File: config.mk
export PLATFORM = sky130hd
export DESIGN_NAME = awt_watchdog
export DESIGN_NICKNAME = d
export VERILOG_FILES = /design/src/include/awt_pkg.sv /design/src/include/awt_reg_if.sv /design/src/hdl/awt_watchdog.sv /design/src/hdl/awt_apb_decode.sv /design/src/hdl/awt_tick_gen.sv
export SDC_FILE = /design/constraint.sdc
export NUM_CORES = 1
export LEC_CHECK = 0
export ABC_AREA = 1
export BUFFER_PORTS_ARGS = -buffer_cell sky130_fd_sc_hd__buf_2
export CAP_MARGIN = 10
export CORE_MARGIN = 2
export CORE_UTILIZATION = 54
export DETAILED_ROUTE_END_ITERATION = 8
export PLACE_DENSITY = 0.77
export SYNTH_ARGS = -nofsm -noshare
export SYNTH_HDL_FRONTEND = slang
export SYNTH_SLANG_ARGS = --single-unit
File: constraint.sdc
create_clock -name clk_sys -period 2 [get_ports clk_sys]
set_input_delay 0.1 -clock clk_sys [delete_from_list [all_inputs] [get_ports clk_sys]]
set_output_delay 0.1 -clock clk_sys [all_outputs]
set_load 0.005 [all_outputs]
File: src/include/awt_pkg.sv
// Shared constants and types for the bus-slave watchdog timer.
// Assumes word-aligned 32-bit register accesses decoded from address bits 11:2.
`default_nettype none

package awt_pkg;

	// ----------------------------------------
	// Data path
	// ----------------------------------------
	localparam int          DATA_W     = 32;
	localparam int          IDX_W      = 10;

	// ----------------------------------------
	// Register byte offsets
	// ----------------------------------------
	localparam logic [11:0] OFF_RELOAD = 12'h000;
	localparam logic [11:0] OFF_VALUE  = 12'h004;
	localparam logic [11:0] OFF_CTRL   = 12'h008;
	localparam logic [11:0] OFF_CLEAR  = 12'h00c;
	localparam logic [11:0] OFF_RAW    = 12'h010;
	localparam logic [11:0] OFF_MASKED = 12'h014;
	localparam logic [11:0] OFF_LOCK   = 12'hc00;

	// ----------------------------------------
	// Field positions, reset values, keys
	// ----------------------------------------
	localparam int          CTRL_W       = 2;
	localparam int          BIT_IRQ_COUNT_ENABLE    = 0;
	localparam int          BIT_RESET_OUT_ENABLE    = 1;
	localparam logic [1:0]  CTRL_RST     = 2'h0;
	localparam logic [31:0] RELOAD_RST   = 32'h0fffffff;
	localparam logic [31:0] COUNT_RST    = 32'hffffffff;
	localparam logic [31:0] COUNT_ONE    = 32'h00000001;
	localparam logic [31:0] COUNT_ZERO   = 32'h00000000;
	localparam logic [31:0] LOCK_KEY     = 32'h1acce551;
	localparam logic [31:0] RD_ZERO      = 32'h00000000;

	// ----------------------------------------
	// Counter states
	// ----------------------------------------
	typedef enum logic [2:0] {
		ST_IDLE = 3'b001,
		ST_RUN  = 3'b010,
		ST_HALT = 3'b100
	} awt_state_t;

endpackage : awt_pkg

`default_nettype wire

File: src/include/awt_reg_if.sv
// Decoded register strobes passed from the bus decoder to the watchdog core.
// Assumes both ends run on the one system clock.
`default_nettype none

interface awt_reg_if;
	logic                            wr_reload;
	logic                            wr_ctrl;
	logic                            wr_clear;
	logic                            wr_lock;
	logic                            rd_setup;
	logic [awt_pkg::IDX_W-1:0]       rd_index;
	logic [awt_pkg::DATA_W-1:0]      wdata;

	modport dec  (output wr_reload, wr_ctrl, wr_clear, wr_lock, rd_setup, rd_index, wdata);
	modport core (input  wr_reload, wr_ctrl, wr_clear, wr_lock, rd_setup, rd_index, wdata);
endinterface : awt_reg_if

`default_nettype wire

File: src/hdl/awt_watchdog.sv
// Watchdog core: registers, lock, down-counter, interrupt and reset output.
// Assumes a no-wait-state two-phase bus and a count clock sampled on clk_sys.
//
// Notes on behaviour
// [RQ1] Control register clears on reset
// [RQ2] Write lock comes up unlocked
// [RQ3] Counter holds all ones until enabled
// [RQ4] Enable loads on next tick, then decrements
// [RQ5] Count only on enabled count clock edges
// [RQ6] Zero sets interrupt and reloads counter
// [RQ7] Clear write drops interrupt and reloads
// [RQ8] Pending at next zero asserts reset output
// [RQ9] Reset output stops the counter
// [RQ10] Irq set on tick, cleared at once
// [RQ11] Reload write restarts running counter immediately
// [RQ12] Reload write leaves interrupt pending
// [RQ13] Disable freezes, re-enable reloads first
// [RQ14] Interval is reload plus one ticks
// [RQ15] Zero reload interrupts on next tick
// [RQ16] Key unlocks, other values lock
// [RQ17] Lock reads back lock status only
// [RQ18] Control bit1 reset enable, bit0 enable
// [RQ19] Raw status shows zero-reached event
// [RQ20] Masked status equals raw AND enable
// [RQ21] Value register reads live counter
// [RQ22] Software programs reload before enabling
// [RQ23] Software relocks after changing registers
// [RQ24] Domain reset clears counter side state
// [RQ25] Count clock no faster, edges aligned
// [RQ26] Word decode from address bits 11:2
// [RQ27] Reserved and unmapped read zero
// [RQ28] Reset output holds until reset
`default_nettype none

module awt_watchdog (
	// Clock and resets
	input  wire logic        clk_sys,
	input  wire logic        rst_b,
	input  wire logic        wd_domain_reset_n,
	// Count clock
	input  wire logic        wd_count_clock,
	input  wire logic        wd_count_clock_enable,
	// Register bus
	input  wire logic        psel,
	input  wire logic        penable,
	input  wire logic        pwrite,
	input  wire logic [11:2] paddr,
	input  wire logic [31:0] pwdata,
	output logic      [31:0] prdata,
	// Event outputs
	output logic             timeout_irq,
	output logic             timeout_reset_out
);

	// ----------------------------------------
	// Declarations
	// ----------------------------------------
	awt_reg_if                          regs ();
	logic                               tick;
	logic [awt_pkg::DATA_W-1:0]         reload;
	logic [awt_pkg::DATA_W-1:0]         count;
	logic [awt_pkg::CTRL_W-1:0]         ctrl;
	logic                               locked;
	logic                               raw;
	awt_pkg::awt_state_t                state;
	awt_pkg::awt_state_t                next_state;
	logic [awt_pkg::DATA_W-1:0]         next_count;
	logic [awt_pkg::CTRL_W-1:0]         next_ctrl;
	logic                               next_raw;
	logic                               next_rst_out;
	logic                               reload_w;
	logic                               ctrl_w;
	logic                               clear_w;
	logic                               zero_hit;
	logic                               running;

	// ----------------------------------------
	// Submodules
	// ----------------------------------------
	// Bus decode into one-cycle strobes
	awt_apb_decode u_decode (
		.psel    (psel),
		.penable (penable),
		.pwrite  (pwrite),
		.paddr   (paddr), // see [RQ26]
		.pwdata  (pwdata),
		.regs    (regs.dec)
	);

	// Enabled count clock edges
	awt_tick_gen u_tick (
		.clk_sys               (clk_sys),
		.rst_b                 (rst_b),
		.wd_count_clock        (wd_count_clock),
		.wd_count_clock_enable (wd_count_clock_enable),
		.tick                  (tick)
	);

	// ----------------------------------------
	// Write qualification
	// ----------------------------------------
	// While locked only the lock register accepts writes
	assign reload_w = regs.wr_reload && !locked; // see [RQ16]
	assign ctrl_w   = regs.wr_ctrl && !locked;   // see [RQ16]
	assign clear_w  = regs.wr_clear && !locked;  // see [RQ16]
	assign running  = (state == awt_pkg::ST_RUN) && ctrl[awt_pkg::BIT_IRQ_COUNT_ENABLE];
	assign zero_hit = tick && running && (count == awt_pkg::COUNT_ZERO); // see [RQ14]

	// ----------------------------------------
	// Lock register
	// ----------------------------------------
	// Any value other than the key relocks; comparison is on the full word
	always_ff @(posedge clk_sys or negedge rst_b)
	begin
		if (!rst_b)
			locked <= 1'b0; // see [RQ2]
		else if (regs.wr_lock)
			locked <= (regs.wdata != awt_pkg::LOCK_KEY); // see [RQ16]
	end

	// ----------------------------------------
	// Reload and control registers
	// ----------------------------------------
	// Reload value is kept by the bus reset only
	always_ff @(posedge clk_sys or negedge rst_b)
	begin
		if (!rst_b)
			reload <= awt_pkg::RELOAD_RST;
		else if (reload_w)
			reload <= regs.wdata;
	end

	// Upper control bits are reserved and dropped on write
	assign next_ctrl = ctrl_w ? regs.wdata[awt_pkg::CTRL_W-1:0] : ctrl; // see [RQ18]

	always_ff @(posedge clk_sys or negedge rst_b)
	begin
		if (!rst_b)
			ctrl <= awt_pkg::CTRL_RST; // see [RQ1]
		else
			ctrl <= next_ctrl;
	end

	// ----------------------------------------
	// Counter state machine
	// ----------------------------------------
	// In the run state bus-side reloads act in the cycle of the write, not on the next tick,
	// so a reload write and a tick in one cycle leave the written value, except a tick that times out into the halt state.
	always_comb
	begin
		next_state   = state;
		next_count   = count;
		next_rst_out = timeout_reset_out;
		case (state)
			awt_pkg::ST_IDLE:
			begin
				// Frozen; first enabled tick loads rather than decrements
				if (tick && ctrl[awt_pkg::BIT_IRQ_COUNT_ENABLE])
				begin
					next_count = reload; // see [RQ4] see [RQ13]
					next_state = awt_pkg::ST_RUN;
				end
			end
			awt_pkg::ST_RUN:
			begin
				if (!ctrl[awt_pkg::BIT_IRQ_COUNT_ENABLE])
					next_state = awt_pkg::ST_IDLE; // see [RQ13]
				else
				begin
					if (zero_hit)
					begin
						// Clear arriving with the zero counts as in time
						if (raw && !clear_w && ctrl[awt_pkg::BIT_RESET_OUT_ENABLE])
						begin
							next_rst_out = 1'b1;           // see [RQ8]
							next_state   = awt_pkg::ST_HALT; // see [RQ9]
						end
						else
							next_count = reload; // see [RQ6] see [RQ15]
					end
					else if (tick)
						next_count = count - awt_pkg::COUNT_ONE; // see [RQ4]
					if (next_state == awt_pkg::ST_RUN)
					begin
						if (reload_w)
							next_count = regs.wdata; // see [RQ11]
						else if (clear_w)
							next_count = reload; // see [RQ7]
					end
				end
			end
			awt_pkg::ST_HALT:
			begin
				// Stays put until one of the resets
				next_rst_out = 1'b1; // see [RQ28]
			end
			default:
			begin
				next_state = awt_pkg::ST_IDLE;
			end
		endcase
	end

	// Raw status: a zero event in the cycle of a clear write still sets it
	always_comb
	begin
		next_raw = raw;
		if (clear_w)
			next_raw = 1'b0; // see [RQ7] see [RQ12]
		if (zero_hit)
			next_raw = 1'b1; // see [RQ6] see [RQ19]
	end

	// Counter side state; domain reset is a synchronous clear
	always_ff @(posedge clk_sys or negedge rst_b)
	begin
		if (!rst_b)
		begin
			state             <= awt_pkg::ST_IDLE;
			count             <= awt_pkg::COUNT_RST; // see [RQ3]
			raw               <= 1'b0;
			timeout_reset_out <= 1'b0;
		end
		else if (!wd_domain_reset_n)
		begin
			state             <= awt_pkg::ST_IDLE; // see [RQ24]
			count             <= awt_pkg::COUNT_RST;
			raw               <= 1'b0;
			timeout_reset_out <= 1'b0;
		end
		else
		begin
			state             <= next_state;
			count             <= next_count;
			raw               <= next_raw;
			timeout_reset_out <= next_rst_out;
		end
	end

	// ----------------------------------------
	// Interrupt output
	// ----------------------------------------
	// Built from next values so the flop equals raw AND enable every cycle
	always_ff @(posedge clk_sys or negedge rst_b)
	begin
		if (!rst_b)
			timeout_irq <= 1'b0;
		else if (!wd_domain_reset_n)
			timeout_irq <= 1'b0;
		else
			timeout_irq <= next_raw && next_ctrl[awt_pkg::BIT_IRQ_COUNT_ENABLE]; // see [RQ10] see [RQ20]
	end

	// ----------------------------------------
	// Read data
	// ----------------------------------------
	// Captured in the setup phase; holds otherwise to save toggling
	always_ff @(posedge clk_sys or negedge rst_b)
	begin
		if (!rst_b)
			prdata <= awt_pkg::RD_ZERO;
		else if (regs.rd_setup)
		begin
			case (regs.rd_index)
				awt_pkg::OFF_RELOAD[11:2]: prdata <= reload;
				awt_pkg::OFF_VALUE[11:2]:  prdata <= count; // see [RQ21]
				awt_pkg::OFF_CTRL[11:2]:   prdata <= {30'h0, ctrl};
				awt_pkg::OFF_RAW[11:2]:    prdata <= {31'h0, raw}; // see [RQ19]
				awt_pkg::OFF_MASKED[11:2]: prdata <= {31'h0, raw && ctrl[awt_pkg::BIT_IRQ_COUNT_ENABLE]};
				awt_pkg::OFF_LOCK[11:2]:   prdata <= {31'h0, locked}; // see [RQ17]
				default:                   prdata <= awt_pkg::RD_ZERO; // see [RQ27]
			endcase
		end
	end
endmodule : awt_watchdog

`default_nettype wire

File: src/hdl/awt_apb_decode.sv
// Bus decoder: turns select, enable and direction into per-register strobes.
// Assumes a two-phase bus with no wait states; writes act in the access phase.
`default_nettype none

module awt_apb_decode (
	// Bus side
	input  wire logic        psel,
	input  wire logic        penable,
	input  wire logic        pwrite,
	input  wire logic [11:2] paddr,
	input  wire logic [31:0] pwdata,
	// Core side
	awt_reg_if.dec           regs
);
	logic wr_access;

	// Write strobes last one cycle, in the access phase only
	assign wr_access      = psel && penable && pwrite;
	assign regs.wr_reload = wr_access && (paddr == awt_pkg::OFF_RELOAD[11:2]);
	assign regs.wr_ctrl   = wr_access && (paddr == awt_pkg::OFF_CTRL[11:2]);
	assign regs.wr_clear  = wr_access && (paddr == awt_pkg::OFF_CLEAR[11:2]);
	assign regs.wr_lock   = wr_access && (paddr == awt_pkg::OFF_LOCK[11:2]);
	// Reads are captured in the setup phase so read data is a flop in access
	assign regs.rd_setup  = psel && !penable && !pwrite;
	assign regs.rd_index  = paddr;
	assign regs.wdata     = pwdata;
endmodule : awt_apb_decode

`default_nettype wire

File: src/hdl/awt_tick_gen.sv
// Enabled-edge detector for the watchdog count clock.
// Assumes the count clock is synchronous and at most half the system clock rate.
`default_nettype none

module awt_tick_gen (
	// Clock and reset
	input  wire logic clk_sys,
	input  wire logic rst_b,
	// Count clock
	input  wire logic wd_count_clock,
	input  wire logic wd_count_clock_enable,
	// One-cycle tick per enabled rising edge
	output logic      tick
);
	logic clk_prev;

	// Previous level of the count clock
	always_ff @(posedge clk_sys or negedge rst_b)
	begin
		if (!rst_b)
			clk_prev <= 1'b0;
		else
			clk_prev <= wd_count_clock;
	end

	// Edges without the enable do not count
	assign tick = wd_count_clock && !clk_prev && wd_count_clock_enable; // see [RQ5]
endmodule : awt_tick_gen

`default_nettype wire

==> impl_results.md, run 1 <==
* DIE HEIGHT at 119 µm
* Post-DP HPWL at 16300 µm
* DR vias at 8310
* Syn Nets at 1162
* CTS H-tree depth at 3
* Worst-skew pair later-pin latency at 360 ps
* CTS tree: done
* Largest net degree at the start of global routing at 70
* Worst Reg2Reg Path Length in Cells at 15
* Reg area at 2730 µm²
* Clock Skew at 10.3 ps
* Max-Cap Viols at 0
* Layout cells sized above 1 at 0.267
* Crit path DAT at 2400 ps
* Starting Density at 0.548
* Max Fclk at 478 MHz
* Setup ws final at -91.8 ps
* Post-synth EDFFs at 0
* CTS buffer count at 9
* Final-report hold violation count at 0
* Clock slew at reported path FFs at 70 ps
* First-pass GRT wire length at 39400 µm
* Largest vdd supply drop at 0.545 mV
* Ys flop type: dfstp_2
* Initial antenna violation count at 0
* Mapped Cells at 1111
* Fin. max-slew vios at 0
* Hold Crit Depth at 3
* Die W at 119 µm
* Setup violators final at 30
* Total track usage at 0.351
* Crit Path Category: flop to flop
* Final nets at 1308
* Status: finished, violations left
* Routability Congestion at 0.968
* Core Rows at 42
* Layout Utilization at 0.698
* Flops & latches, synth at 106
* Final Cycle Share at 1.05
* Asr flop ratio synth at 1.00
* Worst slew pin tran at 719 ps
* Failing checks: setup timing
* Cell Area, Synth at 7200 µm²
* Routed length per placed instance at 17.7 µm
* Final ANT Viol Nets at 0
* Synthesized area per cell at 6.48 µm²
* Power Density at 913 nW/µm²
* Post-synthesis cell type count at 38
* Synth warn at 0
* Initial DRC Count at 1190
* Register area share after synthesis at 0.379
* Top-level I/O count at 84
* Worst Path Required at 2310 ps
* Bufs on Longest Clock Path at 2
* Core area at 13100 µm²
* Leakage power at 0.00470 µW
* Post-route DRC at 0
* Number of global-route vias before repair at 7808
* Fill count at 1113
* Worst Setup Start Kind: flop
* Place WS at -175 ps
* Clock Tree Root: clkbuf_16
* Max_slew headroom at 0.520
* Pre-Repair DR Iteration Count at 6
* Clock sink count at 106
* RSZ-0062 raised after global routing: true
* Hold_ws at 3.00 ps
* Area growth from synthesis to layout at 27.4%
* Vias per inst at 5.78
* GR Overflow Total at 0
* Worst setup EP type: flop
* Final worst path period need at 2090 ps
* Die Area at 14300 µm²
* Hold Path Class: input pin to flop
* Crit path max fanout at 6
* I/O Buffers at 83
* Pwr Total at 8380 µW
* Ant. Diodes at 0
* WL final at 25400 µm
* Area of the multi-input gates at 4120 µm²
[final timing paths]
kind	startpoint	to	slack [ps]
max	count[1]	count[2]	-90
min	pwdata[20]	reload[20]	3
max reg2reg	count[1]	count[2]	-90
min reg2reg	prdata[26]	prdata[26]	470
max in group asynchronous	rst_b	count[14]	1010
min in group asynchronous	rst_b	prdata[25]	260
[synth_stat cells (2+ instances only)]
cell	number	area, µm²
nand2_1	441	1660
inv_1	109	409
nand3_1	75	375
nor2_1	69	259
o21ai_0	62	310
dfstp_2	61	1600
a21oi_1	47	235
dfrtp_1	45	1130
o22ai_1	31	194
clkbuf_1	22	82.6
o21ai_1	21	105
nand4_1	19	119
buf_2	14	70.1
inv_2	11	41.3
xor2_1	11	96.3
nor2_2	10	62.6
nor3_1	10	50.1
nor4_1	6	37.5
a31oi_1	5	31.3
buf_1	5	18.8
o211ai_1	5	37.5
a211oi_1	4	30.0
buf_4	4	30.0
nand2_2	4	25.0
nand3_2	3	30.0
mux2i_1	2	20.0
nand3b_1	2	15.0
nor2_4	2	22.5
nor3_4	2	32.5
[kinds of logic (layout without fill, tap and decap cells)]
logic type	after synthesis	after routing	share of synthesized area
AO/OA/AOI/OAI	180	180	0.137
multiplexers	2	2	0.00278
flip-flops	106	106	0.379
XOR/XNOR	11	11	0.0134
adder cells (fa/ha/maj)	1	1	0.00174
buffers and inverters	165	315	0.0905
AND/OR/NAND/NOR	646	646	0.376
[sequential cells by signal (all words and copies together) (netlist names)]
name and flops:
raw 1, locked 1, state 3, timeout_irq 1, ctrl 2, reload 32, count 32, timeout_reset_out 1
prdata 32, u_tick.clk_prev 1
[final cells by class]
cell class                 instances  share of cell area
clock buffer                      13              0.0295
clock inverter                     2             0.00382
inverter                         120              0.0508
multi-input combinational        840               0.449
sequential                       106               0.298
tap                              176              0.0240
timing repair buffer             180               0.145
[metal layers]
metal  global-route usage  share of wire
met3               0.0742           0.11
met1                0.459           0.40
met2                0.543           0.45
met4                0.195          0.050
met5                    0              0
[cells in the final DEF (no fill, tap or decap), drive strengths merged, types with 2 or more instances in the layout]
cell           n
a211oi         4
xor2          11
o22ai         31
inv          120
nand4         19
dlygate4sd3   10
nand3b         2
nand3         78
dfrtp         45
nor3          13
nand2        445
nor4           6
dfstp         61
a31oi          5
clkbuf        15
nor2          81
o21ai         83
a21oi         47
buf          168
o211ai         5
mux2i          2
[power breakdown]
part | switching [µW] | internal, µW
sequential | 358 | 2720
combinational | 2070 | 1330
clock | 828 | 1070
total | 3260 | 5120
[what timing repair did]
action | CTS | global route
pin swaps | 5 | 53
endpoints found under the setup margin | 31 | 33
hold endpoints to repair | 25 | 0
hold buffers | 10 | 0
setup buffers | 0 | 5
gates cloned | 0 | 2
resized for setup | 14 | 79
[through the flow]
step / instance area, µm² / cells / setup TNS [ps]
after floorplan: 7200 / 1111 / 0
after global placement: 8330 / 1405 / -577
after detailed placement: 8330 / 1405 / -1700
after CTS: 8790 / 1430 / -15.3
after global routing: 9170 / 1437 / -4650
final: 9170 / 1437 / -1550
[critical path: stages, from the launching register on]
cell      delay, ps
dfstp_2         390
inv_2            80
ha_4            150
nand3_4          70
nor2_4          160
nand3b_1        160
nor2_4          300
buf_6           190
nand3_1         110
nand3_2         100
nand2_1          50
nand2_1          50
nand2_1          50
nand2_1          50
nand2_1          60
nand2_1          70
No activity file was read; power rests on OpenSTA's default activity.
==> inputs of run 2 (changes only) <==
--- a/config.mk
+++ b/config.mk
@@ -12,6 +12,7 @@
 export CORE_UTILIZATION = 54
 export DETAILED_ROUTE_END_ITERATION = 8
 export PLACE_DENSITY = 0.77
+export RECOVER_POWER = 50
 export SYNTH_ARGS = -nofsm -noshare
 export SYNTH_HDL_FRONTEND = slang
 export SYNTH_SLANG_ARGS = --single-unit
==> impl_results.md, run 2 (same netlist as run 1, synthesis figures left out) <==
* Status: finished, violations left
* Failing checks: setup timing
* First-pass GRT wire length at 39400 µm
* DIE HEIGHT at 119 µm
* Power Density at 916 nW/µm²
* Clock sink count at 106
* Initial DRC Count at 1221
* Clock slew at reported path FFs at 70 ps
* Total track usage at 0.351
* Crit-path max cell delay at 390 ps
* Final Cycle Share at 1.05
* Crit Path Category: flop to flop
* Worst slew pin tran at 983 ps
* Post-DP HPWL at 16300 µm
* Crit path DAT at 2400 ps
* Commonest cells after routing, fill and taps aside: 416 x nand2_1, 106 x inv_1, 76 x buf_2, 70 x buf_4, 66 x nand3_1
* Worst setup EP type: flop
* Place WS at -175 ps
* Die Area at 14300 µm²
* Clock Skew at 10.4 ps
* Slowest CP cell: dfstp_2
* I/O Buffers at 83
* Worst Path Required at 2310 ps
* Setup ws final at -92.5 ps
* Max_slew headroom at 0.345
* Routability Congestion at 0.968
* Final worst path period need at 2090 ps
* Worst Setup Start Kind: flop
* Initial antenna violation count at 0
* Top-level I/O count at 84
* Largest net degree at the start of global routing at 70
* Post-route DRC at 0
* Largest vdd supply drop at 0.548 mV
* Crit-path cells: inv_2 -> ha_4 -> nand3_4 -> nor2_4 -> nand3b_1 -> nor2_4 -> buf_6 -> nand3_1 -> nand3_2 -> nand2_1 -> nand2_1 -> nand2_1 -> nand2_1 -> nand2_1 -> nand2_1
* Pwr Total at 8380 µW
* GR Overflow Total at 0
* WL final at 25400 µm
* Core area at 13100 µm²
* Die W at 119 µm
* Area growth from synthesis to layout at 27.1%
* Largest registers: count x32, prdata x32, reload x32
* Vias per inst at 5.79
* Worst-skew pair later-pin latency at 360 ps
* Max Fclk at 478 MHz
* Final nets at 1308
* Routed length per placed instance at 17.6 µm
* Clock Tree Root: clkbuf_16
* Leakage power at 0.00467 µW
* Starting Density at 0.548
* Setup violators final at 30
* CP most frequent cell: nand2_1
* Bufs on Longest Clock Path at 2
* CTS buffer count at 9
* CTS H-tree depth at 3
* Max-Cap Viols at 0
* DR vias at 8320
* Crit path max fanout at 6
* Number of global-route vias before repair at 7808
* Hold Path Class: input pin to flop
* Final-report hold violation count at 0
* Fin. max-slew vios at 0
* RSZ-0062 raised after global routing: true
* CTS tree: done
* Layout cells sized above 1 at 0.262
* Commonest non-fill, non-tap cell in the layout: nand2_1
* Final ANT Viol Nets at 0
* Core Rows at 42
* Ant. Diodes at 0
* Pre-Repair DR Iteration Count at 6
[run 2: worst paths after layout]
check,slack (ps),from,to,depth (start not counted)
max,-90,count[1],count[2],15
max reg2reg,-90,count[1],count[2],15
min,4,pwdata[20],reload[20],3
max in group asynchronous,390,rst_b,reload[7],3
min reg2reg,480,prdata[26],prdata[26],2
min in group asynchronous,430,rst_b,prdata[25],2
[run 2: worst max-delay path, delay by kind of cell, from the launching register on]
family,cells,cell delay (ps)
flip-flops,1,390
adder cells (fa/ha/maj),1,150
AND/OR/NAND/NOR,12,1230
buffers and inverters,2,270
[run 2: where the power goes]
part           switching, µW  internal (µW)  total (µW)
registers                358           2720        3080
clock network            831           1070        1900
logic                   2070           1330        3400
total                   3260           5120        8380
[run 2: layout make-up]
| cell class | count | area (µm²) |
|---|---|---|
| clock buffers | 13 | 270 |
| clock inverters | 2 | 35.0 |
| fillers | 1120 | 3990 |
| inverters | 120 | 465 |
| multi-input cells | 840 | 4120 |
| flip-flops and latches | 106 | 2730 |
| well taps | 176 | 220 |
| repair buffers | 180 | 1310 |
[run 2: metrics by stage]
stage	instances	hold slack (ps)	TNS (ps)	cell area, µm²	util
6_report	1437	3.76	-1630	9150	0.696
5_1_grt	1437	27.6	-4660	9150	0.696
4_1_cts	1430	3.45	-15.3	8790	0.669
3_5_place_dp	1405	111	-1700	8330	0.634
3_3_place_gp	1405	105	-577	8330	0.634
2_1_floorplan	1111	-196	0	7200	-
[run 2: repair_timing]
item / 4_1_cts / 5_1_grt
pin swaps: 5 / 53
hold endpoints to repair: 25 / 0
buffers inserted: 0 / 5
cloned: 0 / 2
endpoints found under the setup margin: 31 / 33
resized for setup: 14 / 79
hold buffers: 10 / 0
[run 2: routing by layer]
metal	up-vias	wire length [µm]	GRT usage
met2	490	11300	0.543
met1	3853	10200	0.459
met5	-	0	0
met3	99	2630	0.0742
met4	0	1280	0.195
li1	3878	-	-
==> inputs of run 3 (changes only) <==
--- a/config.mk
+++ b/config.mk
@@ -9,10 +9,11 @@
 export BUFFER_PORTS_ARGS = -buffer_cell sky130_fd_sc_hd__buf_2
 export CAP_MARGIN = 10
 export CORE_MARGIN = 2
-export CORE_UTILIZATION = 54
+export CORE_UTILIZATION = 55
 export DETAILED_ROUTE_END_ITERATION = 8
 export PLACE_DENSITY = 0.77
 export RECOVER_POWER = 50
 export SYNTH_ARGS = -nofsm -noshare
 export SYNTH_HDL_FRONTEND = slang
+export SYNTH_HIERARCHICAL = 1
 export SYNTH_SLANG_ARGS = --single-unit
==> impl_results.md, run 3 <==
* Status: complete, no violations
* Starting Density at 0.569
* Total track usage at 0.303
* Top routing layer used: met4
* Max Fclk at 507 MHz
* Register area share after synthesis at 0.343
* Post-synth EDFFs at 0
* Initial DRC Count at 837
* Hold Crit Depth at 3
* Clock share of power at 0.307
* Largest vdd supply drop at 0.578 mV
* Layout cells sized above 1 at 0.218
* Initial antenna violation count at 0
* Switching power at 2110 µW
* Worst Path Required at 2290 ps
* Synth warn at 6
* Post-route DRC at 0
* Post-DP HPWL at 16100 µm
* Cell Area, Synth at 7960 µm²
* Bufs on Longest Clock Path at 2
* Hold Path End: reload[7]
* P_int at 4080 µW
* GR Overflow Total at 0
* Pwr Total at 6190 µW
* Comb pwr share at 0.260
* Setup ws final at 29.5 ps
* Final worst path period need at 1970 ps
* Die Area at 15400 µm²
* Clock slew at reported path FFs at 80 ps
* Largest area contributor in the netlist: nand2_1
* Post-synth top cells: 520 x nand2_1, 121 x inv_1, 101 x o21ai_0, 81 x nor2_1, 77 x nand3_1
* Top-count cell post-synth: nand2_1
* Place WS at -39.3 ps
* Crit path DAT at 2260 ps
* Syn Nets at 1305
* Final nets at 1382
* Core Rows at 43
* Fill count at 1291
* Mapped Cells at 1254
* Synthesized area per cell at 6.34 µm²
* Top-area cell type share of the netlist area at 0.245
* Number of global-route vias before repair at 7707
* Worst slew pin tran at 946 ps
* Setup violators final at 0
* Max-Cap Viols at 0
* Largest net degree at the start of global routing at 51
* Commonest non-fill, non-tap cell in the layout: nand2_1
* Pre-Repair DR Iteration Count at 5
* Worst Reg2Reg Path Length in Cells at 16
* Clock Skew at 11.1 ps
* CTS buffer count at 9
* Vias per inst at 5.51
* Post-synthesis cell type count at 40
* Asr flop ratio synth at 1.00
* Clock Tree Root: clkbuf_16
* Hold Path Class: input pin to flop
* Crit path max fanout at 8
* Largest registers: count x32, prdata x32, reload x32
* Core area at 14000 µm²
* RSZ-0062 raised after global routing: true
* Worst Setup Start Kind: flop
* Worst setup EP type: flop
* Final Cycle Share at 0.985
* Commonest cells after routing, fill and taps aside: 510 x nand2_1, 120 x inv_1, 100 x o21ai_0, 79 x buf_2, 69 x nand3_1
* Clock sink count at 106
* Top cells by area, synth: nand2_1 25%, dfstp_2 20%, dfrtp_1 14%
* DIE HEIGHT at 124 µm
* Crit Path Category: flop to flop
* Final ANT Viol Nets at 0
* CTS tree: done
* Sw frac at 0.341
* Max_slew headroom at 0.369
* Top-level I/O count at 84
* Ant. Diodes at 0
* First-pass GRT wire length at 38400 µm
* Worst-skew pair later-pin latency at 360 ps
* I/O Buffers at 83
* Met1 Routed Length at 9930 µm
* Flops & latches, synth at 106
* Routed length per placed instance at 15.6 µm
* Detail Route met3 WL at 2100 µm
* Ys flop type: dfstp_2
* CTS H-tree depth at 3
* DR vias at 8347
* Reg2reg start: count[0]
* Power Density at 676 nW/µm²
* HP Start: pwdata[7]
* Metal2 WL at 10900 µm
* Worst R2R End: count[29]
* Leakage power at 0.00494 µW
* WL final at 23600 µm
* Routability Congestion at 0.938
* R2R Setup Slk at 30 ps
* Area growth from synthesis to layout at 15.1%
* Final-report hold violation count at 0
* Seq pwr share at 0.432
* Die W at 124 µm
* Fin. max-slew vios at 0
==> run 3: cell types whose count changed after synthesis, moves of 6 or more <==
cell	change
o21ai_1	-19
nand4_1	-8
o21ai_0	+39
inv_2	-6
nor2_1	+12
a21oi_1	-11
buf_4	+43
nand2_1	+79
inv_1	+12
==> run 3: logic make-up after synthesis <==
logic type,after synthesis,share of synthesized area
simple gates,737,0.388
buf+inv,223,0.137
compound gates,176,0.118
flops,106,0.343
xor+xnor,11,0.0121
fa+ha+maj,1,0.00157
==> run 3: through the flow <==
stage	hold slack, ps	util	area (µm²)	setup TNS [ps]	cells
floorplan	-196	-	7960	0	1254
global placement	108	0.611	8550	0	1482
detailed placement	114	0.611	8550	-209	1482
CTS	3.48	0.646	9040	0	1514
global route	8.44	0.655	9160	-1840	1516
finish	6.29	0.655	9160	0	1516
==> run 3: worst max-delay path by stage <==
stage	start	end	slack (ps)
floorplan	count[1]	count[26]	200
global placement	u_tick/clk_prev	count[21]	40
detailed placement	u_tick/clk_prev	count[17]	-40
CTS	u_tick/clk_prev	count[20]	0.6
global route	u_tick/clk_prev	count[21]	-120
finish	count[0]	count[29]	30
==> run 3: repair_timing <==
action / in CTS / in global routing
buffers inserted: 1 / 2
hold endpoints to repair: 34 / 0
endpoints found under the setup margin: 13 / 33
pin swaps: 5 / 19
resized for setup: 6 / 38
hold buffers: 15 / 0
==> run 3: routing by layer <==
layer  vias up  global-route usage
met2       394               0.485
met5         -                   0
met4         0               0.107
li1       4068                   -
met3        68              0.0631
met1      3817               0.410
==> run 3: final cells by class <==
cell class	instances	area, µm²	share of cell area
timing repair buffer	161	1120	0.122
inverter	128	484	0.0529
tap	180	225	0.0246
sequential	106	2730	0.298
multi-input combinational	925	4290	0.469
clock buffer	10	239	0.0261
clock inverter	6	72.6	0.00792
==> run 3: power by group through the flow <==
stage                     sequential, µW  clock [µW]  combinational [µW]
final                               2680        1900                1610
after global placement              2690           0                1490
after global routing                2700        2000                1820
after floorplan                     2670           0                1050
after CTS                           2660        1920                1560
after detailed placement            2690           0                1520
==> run 3: worst max-delay path, stage by stage (launching register included) <==
cell        delay (ps)
dfstp_2            550
inv_2               50
ha_4               170
nand2_4             60
nor2_4              40
inv_2               90
nor2_2              50
nand2_2             90
clkinvlp_4         240
nand2_1            120
nand3_1             90
nand2_1             90
nand2_1             50
nand2_1             50
nand2_1             40
nand2_1             60
nand2_1             50
